===== config.mk =====
export PLATFORM = sky130hd
export DESIGN_NAME = host_port_and_error_flag
export DESIGN_NICKNAME = d
export VERILOG_FILES = /design/src/hdl/host_port_and_error_flag.v
export VERILOG_INCLUDE_DIRS = /design/src /design/src/hdl
export SDC_FILE = /design/constraint.sdc
export NUM_CORES = 1
export LEC_CHECK = 0
export ABC_CLOCK_PERIOD_IN_PS = 2650
export BUFFER_PORTS_ARGS = -buffer_cell sky130_fd_sc_hd__buf_2
export CAP_MARGIN = 20
export CORE_UTILIZATION = 64
export DETAILED_ROUTE_END_ITERATION = 7
export PLACE_DENSITY = 0.83
export SETUP_SLACK_MARGIN = 0.2
export SLEW_MARGIN = 5
export SYNTH_ARGS = -nofsm -noshare
export SYNTH_HDL_FRONTEND = slang
export SYNTH_SLANG_ARGS = --single-unit

===== constraint.sdc =====
create_clock -name clk -period 2.65 [get_ports clk]
set_input_delay 0.1325 -clock clk [delete_from_list [all_inputs] [get_ports clk]]
set_output_delay 0.1325 -clock clk [all_outputs]
set_load 0.01 [all_outputs]

===== src/hdl/host_port_consts.vh =====
`ifndef HOST_PORT_CONSTS_VH
`define HOST_PORT_CONSTS_VH

// host word layout
`define WORD_W 16
`define CMD_READ_BIT 15
`define CMD_ADDR_MSB 11
`define CMD_BITS 6'h10
`define FRAME_BITS 6'h20

// internal register addresses
`define ADDR_FAULT_RECORD 12'h000
`define ADDR_FAULT_SELECT 12'h001

// reset values
`define FAULT_SELECT_RESET 16'hFFFF

`endif


===== src/hdl/host_port_and_error_flag.v =====
`include "host_port_consts.vh"

module host_port_and_error_flag #(
    parameter ERR_W = 5
) (
    // clock and reset
    input wire clk,
    input wire nrst,
    // video side, word clock domain
    input wire sav_pulse,
    input wire frame_start,
    input wire [ERR_W-1:0] err_detect,
    output wire fifo_load_strobe,
    output wire data_error_n,
    // shared host / test pins
    input wire test_mode_sel,
    input wire cs_tms_pin,
    input wire sclk_tck_pin,
    input wire serial_or_test_in_pin,
    output wire serial_or_test_out_pin,
    // test access port hookup
    input wire tap_tdo,
    output wire tap_tck,
    output wire tap_tms,
    output wire tap_tdi
);

////////////////////////////////////////////////////////////////////////////////
// host frame phases

localparam [2:0] PH_IDLE = 3'h0;
localparam [2:0] PH_CMD = 3'h1;
localparam [2:0] PH_WRITE = 3'h2;
localparam [2:0] PH_READ = 3'h3;
localparam [2:0] PH_DONE = 3'h4;

////////////////////////////////////////////////////////////////////////////////
// registers and their next values

// video side
reg fifo_load_strobe_reg;
reg fifo_load_strobe_next;
reg data_error_n_reg;
reg data_error_n_next;
reg [ERR_W-1:0] fault_record_reg;
wire [ERR_W-1:0] fault_record_next;
wire [ERR_W-1:0] fault_watched;

// host serial port
reg [`WORD_W-1:0] fault_select_reg;
reg [`WORD_W-1:0] fault_select_next;
reg sclk_prev_reg;
reg [2:0] phase_reg;
reg [2:0] phase_next;
reg [5:0] bit_cnt_reg;
reg [5:0] bit_cnt_next;
reg [`WORD_W-1:0] shift_in_reg;
reg [`WORD_W-1:0] shift_in_next;
reg [`WORD_W-1:0] cmd_reg;
reg [`WORD_W-1:0] cmd_next;
reg [`WORD_W-1:0] shift_out_reg;
reg [`WORD_W-1:0] shift_out_next;
reg record_read_reg;
reg record_read_next;

// pin sharing
reg sdout_reg;
reg sdout_next;
reg tck_reg;
reg tck_next;
reg tms_reg;
reg tms_next;
reg tdi_reg;
reg tdi_next;

////////////////////////////////////////////////////////////////////////////////
// decoded pin levels and events

wire host_mode = ~test_mode_sel;
wire host_cs_active = host_mode & ~cs_tms_pin;
wire sclk_rise = sclk_tck_pin & ~sclk_prev_reg;
wire sclk_fall = ~sclk_tck_pin & sclk_prev_reg;
// bits past the end of a frame are ignored until chip select is released
wire take_bit = host_cs_active & sclk_rise & (bit_cnt_reg != `FRAME_BITS);
wire cmd_done = take_bit & (bit_cnt_reg == `CMD_BITS - 6'h01);
wire frame_done = take_bit & (bit_cnt_reg == `FRAME_BITS - 6'h01);
wire out_shift = host_cs_active & sclk_fall & (bit_cnt_reg > `CMD_BITS)
    & cmd_reg[`CMD_READ_BIT];
wire [`WORD_W-1:0] word_in = {shift_in_reg[`WORD_W-2:0], serial_or_test_in_pin};
wire [`CMD_ADDR_MSB:0] cmd_addr_now = word_in[`CMD_ADDR_MSB:0];
wire [`CMD_ADDR_MSB:0] cmd_addr = cmd_reg[`CMD_ADDR_MSB:0];
wire [`WORD_W-1:0] record_word = {{(`WORD_W-ERR_W){1'b0}}, fault_record_reg};
wire record_clear = record_read_reg | frame_start;

////////////////////////////////////////////////////////////////////////////////
// read data chosen at the end of the command word

reg [`WORD_W-1:0] read_word;
always @* begin
    read_word = 16'h0000;
    case (cmd_addr_now)
        `ADDR_FAULT_RECORD: read_word = record_word;
        `ADDR_FAULT_SELECT: read_word = fault_select_reg;
        default: read_word = 16'h0000;
    endcase
end

////////////////////////////////////////////////////////////////////////////////
// fault record, one slice per error condition

genvar gi;
generate
    for (gi = 0; gi < ERR_W; gi = gi + 1) begin : g_err
        // a new error in the clearing cycle is kept: set wins over clear
        assign fault_record_next[gi] = err_detect[gi] | (fault_record_reg[gi] & ~record_clear);
        // masked conditions are still recorded, only kept off the flag
        assign fault_watched[gi] = fault_record_next[gi] & fault_select_reg[gi];
    end
endgenerate

////////////////////////////////////////////////////////////////////////////////
// video side

always @* begin
    fifo_load_strobe_next = ~sav_pulse;
    // or of monitored conditions only, high when clean
    data_error_n_next = ~|fault_watched;
end

always @(posedge clk) begin
    if (!nrst) begin
        fifo_load_strobe_reg <= 1'b1;
        data_error_n_reg <= 1'b1;
        fault_record_reg <= {ERR_W{1'b0}};
    end else begin
        fifo_load_strobe_reg <= fifo_load_strobe_next;
        data_error_n_reg <= data_error_n_next;
        fault_record_reg <= fault_record_next;
    end
end

////////////////////////////////////////////////////////////////////////////////
// host frame phase; pins are sampled, so burst clock must stay well below clk/4

always @* begin
    phase_next = phase_reg;
    case (phase_reg)
        PH_IDLE: begin
            phase_next = PH_CMD;
        end
        PH_CMD: begin
            if (cmd_done) begin
                phase_next = word_in[`CMD_READ_BIT] ? PH_READ : PH_WRITE;
            end
        end
        PH_WRITE: begin
            if (frame_done) begin
                phase_next = PH_DONE;
            end
        end
        PH_READ: begin
            if (frame_done) begin
                phase_next = PH_DONE;
            end
        end
        PH_DONE: begin
            phase_next = PH_DONE;
        end
        default: begin
            phase_next = PH_IDLE;
        end
    endcase
    // releasing chip select aborts any frame, even a cut one
    if (!host_cs_active) begin
        phase_next = PH_IDLE;
    end
end

always @* begin
    bit_cnt_next = bit_cnt_reg;
    if (!host_cs_active) begin
        bit_cnt_next = 6'h00;
    end else if (take_bit) begin
        bit_cnt_next = bit_cnt_reg + 6'h01;
    end
end

////////////////////////////////////////////////////////////////////////////////
// host shift registers

always @* begin
    shift_in_next = shift_in_reg;
    cmd_next = cmd_reg;
    shift_out_next = shift_out_reg;
    record_read_next = 1'b0;
    fault_select_next = fault_select_reg;
    if (take_bit) begin
        shift_in_next = word_in;
        if (cmd_done) begin
            cmd_next = word_in;
            if (word_in[`CMD_READ_BIT]) begin
                // value latched first; the clear a cycle later drops an error first recorded in the latch cycle
                shift_out_next = read_word;
                record_read_next = (cmd_addr_now == `ADDR_FAULT_RECORD);
            end
        end
        if (frame_done && phase_reg == PH_WRITE && cmd_addr == `ADDR_FAULT_SELECT) begin
            fault_select_next = word_in;
        end
    end else if (out_shift) begin
        shift_out_next = {shift_out_reg[`WORD_W-2:0], 1'b0};
    end
end

always @(posedge clk) begin
    if (!nrst) begin
        // unused burst clock is tied high, so start from high
        sclk_prev_reg <= 1'b1;
        phase_reg <= PH_IDLE;
        bit_cnt_reg <= 6'h00;
        shift_in_reg <= 16'h0000;
        cmd_reg <= 16'h0000;
        shift_out_reg <= 16'h0000;
        record_read_reg <= 1'b0;
        fault_select_reg <= `FAULT_SELECT_RESET;
    end else begin
        sclk_prev_reg <= sclk_tck_pin;
        phase_reg <= phase_next;
        bit_cnt_reg <= bit_cnt_next;
        shift_in_reg <= shift_in_next;
        cmd_reg <= cmd_next;
        shift_out_reg <= shift_out_next;
        record_read_reg <= record_read_next;
        fault_select_reg <= fault_select_next;
    end
end

////////////////////////////////////////////////////////////////////////////////
// pin sharing

always @* begin
    if (test_mode_sel) begin
        sdout_next = tap_tdo;
    end else begin
        sdout_next = shift_out_reg[`WORD_W-1];
    end
    // test pins park high in host mode so the port sits idle
    tck_next = test_mode_sel ? sclk_tck_pin : 1'b1;
    tms_next = test_mode_sel ? cs_tms_pin : 1'b1;
    tdi_next = test_mode_sel ? serial_or_test_in_pin : 1'b1;
end

always @(posedge clk) begin
    if (!nrst) begin
        sdout_reg <= 1'b0;
        tck_reg <= 1'b1;
        tms_reg <= 1'b1;
        tdi_reg <= 1'b1;
    end else begin
        sdout_reg <= sdout_next;
        tck_reg <= tck_next;
        tms_reg <= tms_next;
        tdi_reg <= tdi_next;
    end
end

////////////////////////////////////////////////////////////////////////////////
// outputs, all straight from flip-flops

assign fifo_load_strobe = fifo_load_strobe_reg;
assign data_error_n = data_error_n_reg;
assign serial_or_test_out_pin = sdout_reg;
assign tap_tck = tck_reg;
assign tap_tms = tms_reg;
assign tap_tdi = tdi_reg;

endmodule


Word-level counts from Yosys, hierarchy flattened
Index checks and enable logic that the tools add are counted.
- register bits after elaboration: 85
- input port bits: 14
- output and inout port bits: 6
- word-level logic and storage cells: 87
- add/sub/neg operators: 1
- order comparisons: 1
- equality and inequality tests: 13
- mux-type cells: 10
- bitwise logic cells: 32
- reduce and logical (&&, ||, !) cells: 15
- operators by type and width (cell ; count):
    16-bit 2-to-1 mux ; 4
    16-bit case mux with 2 select lines ; 1
    12-bit by 1-bit equality test with 1-bit output, second input constant ; 2
    1-bit AND ; 20
    12-bit zero test ; 1
    3-bit case mux with 4 select lines ; 1
    2-bit AND reduction ; 5
    6-bit by 1-bit adder with 6-bit output, second input constant ; 1
    3-bit by 2-bit equality test with 1-bit output, second input constant ; 2
    6-bit by 4-bit equality test with 1-bit output, second input constant ; 1
    6-bit by 5-bit equality test with 1-bit output, second input constant ; 1
    6-bit by 5-bit > comparator with 1-bit output, second input constant ; 1
    3-bit 2-to-1 mux ; 2
    6-bit != test, second input constant ; 1
    1-bit inverter ; 6
    1-bit OR ; 6
    5-bit OR reduction ; 1
    2-bit by 1-bit != test with 1-bit output, second input constant ; 2
    2-bit != test, second input constant ; 2
    4-bit AND reduction ; 1
    3-bit by 1-bit equality test with 1-bit output, second input constant ; 1
    3-bit equality test, second input constant ; 1
    3-bit zero test ; 1
    3-bit AND reduction ; 1
    other kinds (5) ; 7

Logic depth before layout (Yosys ltp)
- word-level depth: 8
- depth in mapped cells: 8
- depth with buffers taken out: 6

Worst setup path after synthesis
Ideal clock, no wire load.
- path kind: reg2reg
- start: reg bit_cnt_reg[0]
- end: reg shift_out_reg[10]
- library setup time: 0.125 ns
- arrival: 1.702 ns
- required time: 2.525 ns
- path slack: 0.822 ns
- stages on the path, launching flop included: 9
- path buffers: 2
- period minus slack after synthesis: 1.828 ns
- path through: dfxtp_1 inv_1 ha_1 nor4b_1 nor4_2 or2_2 buf_2 buf_2 a31oi_1
- word-level cells in the longest chain between the ends: 5
- elaborated cells between the ends (all ways): 12
- those cells by class: 1 x order compare; 4 x eq/ne; 1 x mux; 4 x bitwise; 2 x reduce/logical
- ends and longest elaborated chain (item ; RTL line ; RTL):
    start: declaration ; host_port_and_error_flag.v:55 ; reg [5:0] bit_cnt_reg;
    start signal: assignment ; host_port_and_error_flag.v:229 ; bit_cnt_reg <= bit_cnt_next;
    6-bit by 5-bit > comparator with 1-bit output (no source line) / 6-bit != test (equally long branches) ; -- ;
    1-bit AND, on equally long branches ; host_port_and_error_flag.v:87, host_port_and_error_flag.v:84 ;
    1-bit AND, on equally long branches ; host_port_and_error_flag.v:87, host_port_and_error_flag.v:85 ;
    2-bit nonzero test (no source line) / 2-bit by 1-bit != test with 1-bit output (equally long branches) ; -- ;
    3-bit AND reduction (no source line) ; -- ;
    end signal: assignment ; host_port_and_error_flag.v:232 ; shift_out_reg <= shift_out_next;
    end: declaration ; host_port_and_error_flag.v:61 ; reg [`WORD_W-1:0] shift_out_reg;
Parallel ways exist; a longest one is shown, timed or not.
A chain may end at the register's enable or synchronous reset.

Worst setup path after layout
- start: reg sclk_prev_reg
- end: reg fault_select_reg[1]
- word-level cells in the longest chain between the ends: 8
- ends and longest elaborated chain (item ; RTL line ; RTL):
    start: declaration ; host_port_and_error_flag.v:52 ; reg sclk_prev_reg;
    start signal: assignment ; host_port_and_error_flag.v:227 ; sclk_prev_reg <= sclk_tck_pin;
    1-bit inverter (*) ; host_port_and_error_flag.v:81 ; wire sclk_rise = sclk_tck_pin & ~sclk_prev_reg;
    1-bit AND (*) ; host_port_and_error_flag.v:81 ;
    1-bit AND (*) (2 in series) ; host_port_and_error_flag.v:84 ; wire take_bit = host_cs_active & sclk_rise & (bit_cnt_reg != `FRAME_BITS);
    1-bit AND ; host_port_and_error_flag.v:86 ; wire frame_done = take_bit & (bit_cnt_reg == `FRAME_BITS - 6'h01);
    1-bit logical AND ; host_port_and_error_flag.v:207 ; if (frame_done && phase_reg == PH_WRITE && cmd_addr == `ADDR_FAULT_SELECT) begin
    1-bit logical AND (no source line) ; -- ;
    2-bit AND reduction (no source line) (*) ; -- ;
    end signal: assignment ; host_port_and_error_flag.v:225 ; fault_select_reg <= `FAULT_SELECT_RESET;
    end signal: assignment ; host_port_and_error_flag.v:234 ; fault_select_reg <= fault_select_next;
    end: declaration ; host_port_and_error_flag.v:50 ; reg [`WORD_W-1:0] fault_select_reg;
Mark *: on every way between the ends. The rest lies on a longest branch, timed or not.

==> flow_summary.ini <==
[outcome]
status = completed

[worst_setup_path]
cp_slowest_cell = or3_1
arrival_ns = 2.33
cpPeakStageDelay_ns = 0.68
crit_chain = or4b_4, or3_1, o21ai_0, nand3_1
critPathRequiredTime_ns = 2.84
setup.worst_path.start_class = register
end_kind = register
cp_max_fo = 18
critPathKind = reg2reg

[die]
die_y_um = 76.3
io-pin-count = 20
core_area_mm2 = 0.00520
initial_core_util_pct = 67.9
rows = 26
die_w_um = 76.3
die_area_mm2 = 0.00582

[timing]
worst_pin_slew_ns = 0.620
finClkSkew_ns = 0.0103
relSlewSlack_pct = 58.7
setup_violations = 0
drv_slew = 0
hold_viol = 0
finalSetupTns_ns = 0
post-route-min-period_ns = 2.14
fmax_mhz = 467
period_share_pct = 80.8
rsz0062_at_grt = false

[clock_tree]
root_buffer = clkbuf_8
cts_tree = built
clk_latency_ns = 0.35
post_cts_buffers = 0
htreeDepth = 3
cts_inserted_buffers = 9
cts_hold_buf = 3
cts_resized = 0
clkTransAtPathRegs_ns = 0.08
clkSinkCount = 82
clk_path_buf_depth = 2

[cells_and_area]
area_growth_pct = 9.53
layout_commonest_cell = dfxtp_1
drive_gt1_share_pct = 14.2
fin_nets = 419
layoutNonFillerInstCount = 478
num-fill-cells = 393
regArea_mm2 = 0.00164
design_area_mm2 = 0.00387
multiInputGateArea_mm2 = 0.00169
antenna_cells = 0
final_cell_mix = 82 x dfxtp_1, 52 x nand2_1, 36 x nand3_1

[global_route]
grt.total_usage_pct = 27.4
grt_pass1_wl_mm = 12.6
grt_max_degree = 70
antenna_found_initial = 0
gr-total-overflow = 0
grt_pass1_vias = 2686

[routing]
routed_wl_mm = 7.38
drt_pass1_iterations = 5
drt-wirelength-per-cell_um = 15.4
ant_nets = 0
drt_iter0_drc = 194
drc = 0
num_vias = 2872
viasPerCell = 6.01

[synth]
ys_ff_latch = 82
ys_types = 46
synthFlopType = dfxtp_1
ys.warnings.count = 0
netlist_area_mm2 = 0.00353
synth_cells = 394
syn_area_per_cell_um2 = 8.97
postSynth.asyncResetShare_pct = 0
synthesis.nets = 410
synth_edf_count = 0
synth-seq-area-share_pct = 46.5

[flow_run]
max-cap-violations = 0

[power]
power.internal_mw = 1.89
seqPwrFrac_pct = 52.5
cellLeakagePower_nw = 1.34
irDropWorstVdd_uv = 417
swShare_pct = 20.3
power.clock.fraction_pct = 43.9
switchingPower_mw = 0.483
combPwrFrac_pct = 3.6
cellPowerDensity_mw_per_mm2 = 614

[placed_design]
hpwl_mm = 4.71
place.gp.congestion = 0.777
place_area_mm2 = 0.00360
dp_cells = 459
io_buffers = 19

[hold_path]
min_path_type = in2reg
==> metrics by stage <==
step | hold slack [ns] | setup WS, ns | power (mW) | util, %
floorplan | 0.194 | 0.822 | 1.33 | -
global placement | 0.294 | 0.588 | 1.35 | 69.2
detailed placement | 0.300 | 0.544 | 1.36 | 69.2
CTS | 0.00144 | 0.528 | 2.40 | 74.4
global route | 0.0241 | 0.374 | 2.44 | 74.4
finish | 0.0216 | 0.510 | 2.37 | 74.4
==> metal layers <==
| metal | GRT usage, % | routed length (um) |
|---|---|---|
| met5 | 0 | 0 |
| met4 | 8.46 | 72 |
| met3 | 6.71 | 396 |
| met2 | 47.7 | 3580 |
| met1 | 33.2 | 3340 |
==> power by group through the flow <==
stage	clock network [mW]	logic [mW]	registers (mW)
after detailed placement	0	0.0808	1.28
final	1.04	0.0852	1.25
after CTS	1.06	0.0846	1.25
after global routing	1.10	0.0929	1.25
after global placement	0	0.0791	1.28
after floorplan	0	0.0536	1.28
==> critical path: cells and delay by family, from the launching register on <==
| kind | cells | cell delay (ns) |
|---|---|---|
| DFF | 1 | 0.32 |
| and+or+nand+nor | 3 | 1.40 |
| AOI/OAI and AO/OA | 1 | 0.27 |
==> Yosys cell counts, drive strengths merged (2+ instances only) <==
cell type | count | area, um^2
dfxtp | 82 | 1640
nand2 | 52 | 195
nand3 | 36 | 180
nor2b | 21 | 131
o21ai | 20 | 104
clkbuf | 18 | 67.6
a31oi | 16 | 100
a21boi | 15 | 113
o31ai | 15 | 113
buf | 14 | 106
mux2i | 14 | 140
nand4 | 12 | 75.1
nor2 | 12 | 45.0
a21oi | 9 | 56.3
inv | 8 | 30.0
nor4 | 7 | 56.3
mux2 | 5 | 56.3
or2 | 4 | 25.0
nor3 | 3 | 37.5
nor3b | 3 | 22.5
o21a | 3 | 22.5
or3 | 3 | 18.8
xnor2 | 3 | 26.3
and3 | 2 | 12.5
and4b | 2 | 20.0
ha | 2 | 25.0
==> final timing paths <==
path / depth (start not counted) / from / slack (ns) / to
min: 2 / cs_tms_pin / 0.02 / tap_tms
min reg2reg: 2 / shift_out_reg[10] / 0.47 / shift_out_reg[11]
max: 4 / sclk_prev_reg / 0.51 / fault_select_reg[1]
max reg2reg: 4 / sclk_prev_reg / 0.51 / fault_select_reg[1]
==> cell families after synthesis <==
family	after synthesis	share of synthesized area, %
compound gates	84	15.7
xor+xnor	3	0.744
fa+ha+maj	2	0.708
buf+inv	40	5.77
flops	82	46.5
mux	19	5.56
simple gates	164	25.0
==> cell type report <==
class / count / area share (%)
multi-input combinational: 272 / 43.6
sequential: 82 / 42.4
timing repair buffer: 30 / 4.79
clock buffer: 13 / 4.36
tap: 70 / 2.26
clock inverter: 3 / 1.78
inverter: 8 / 0.776
Note: power is estimated with default switching activity, not from simulation.
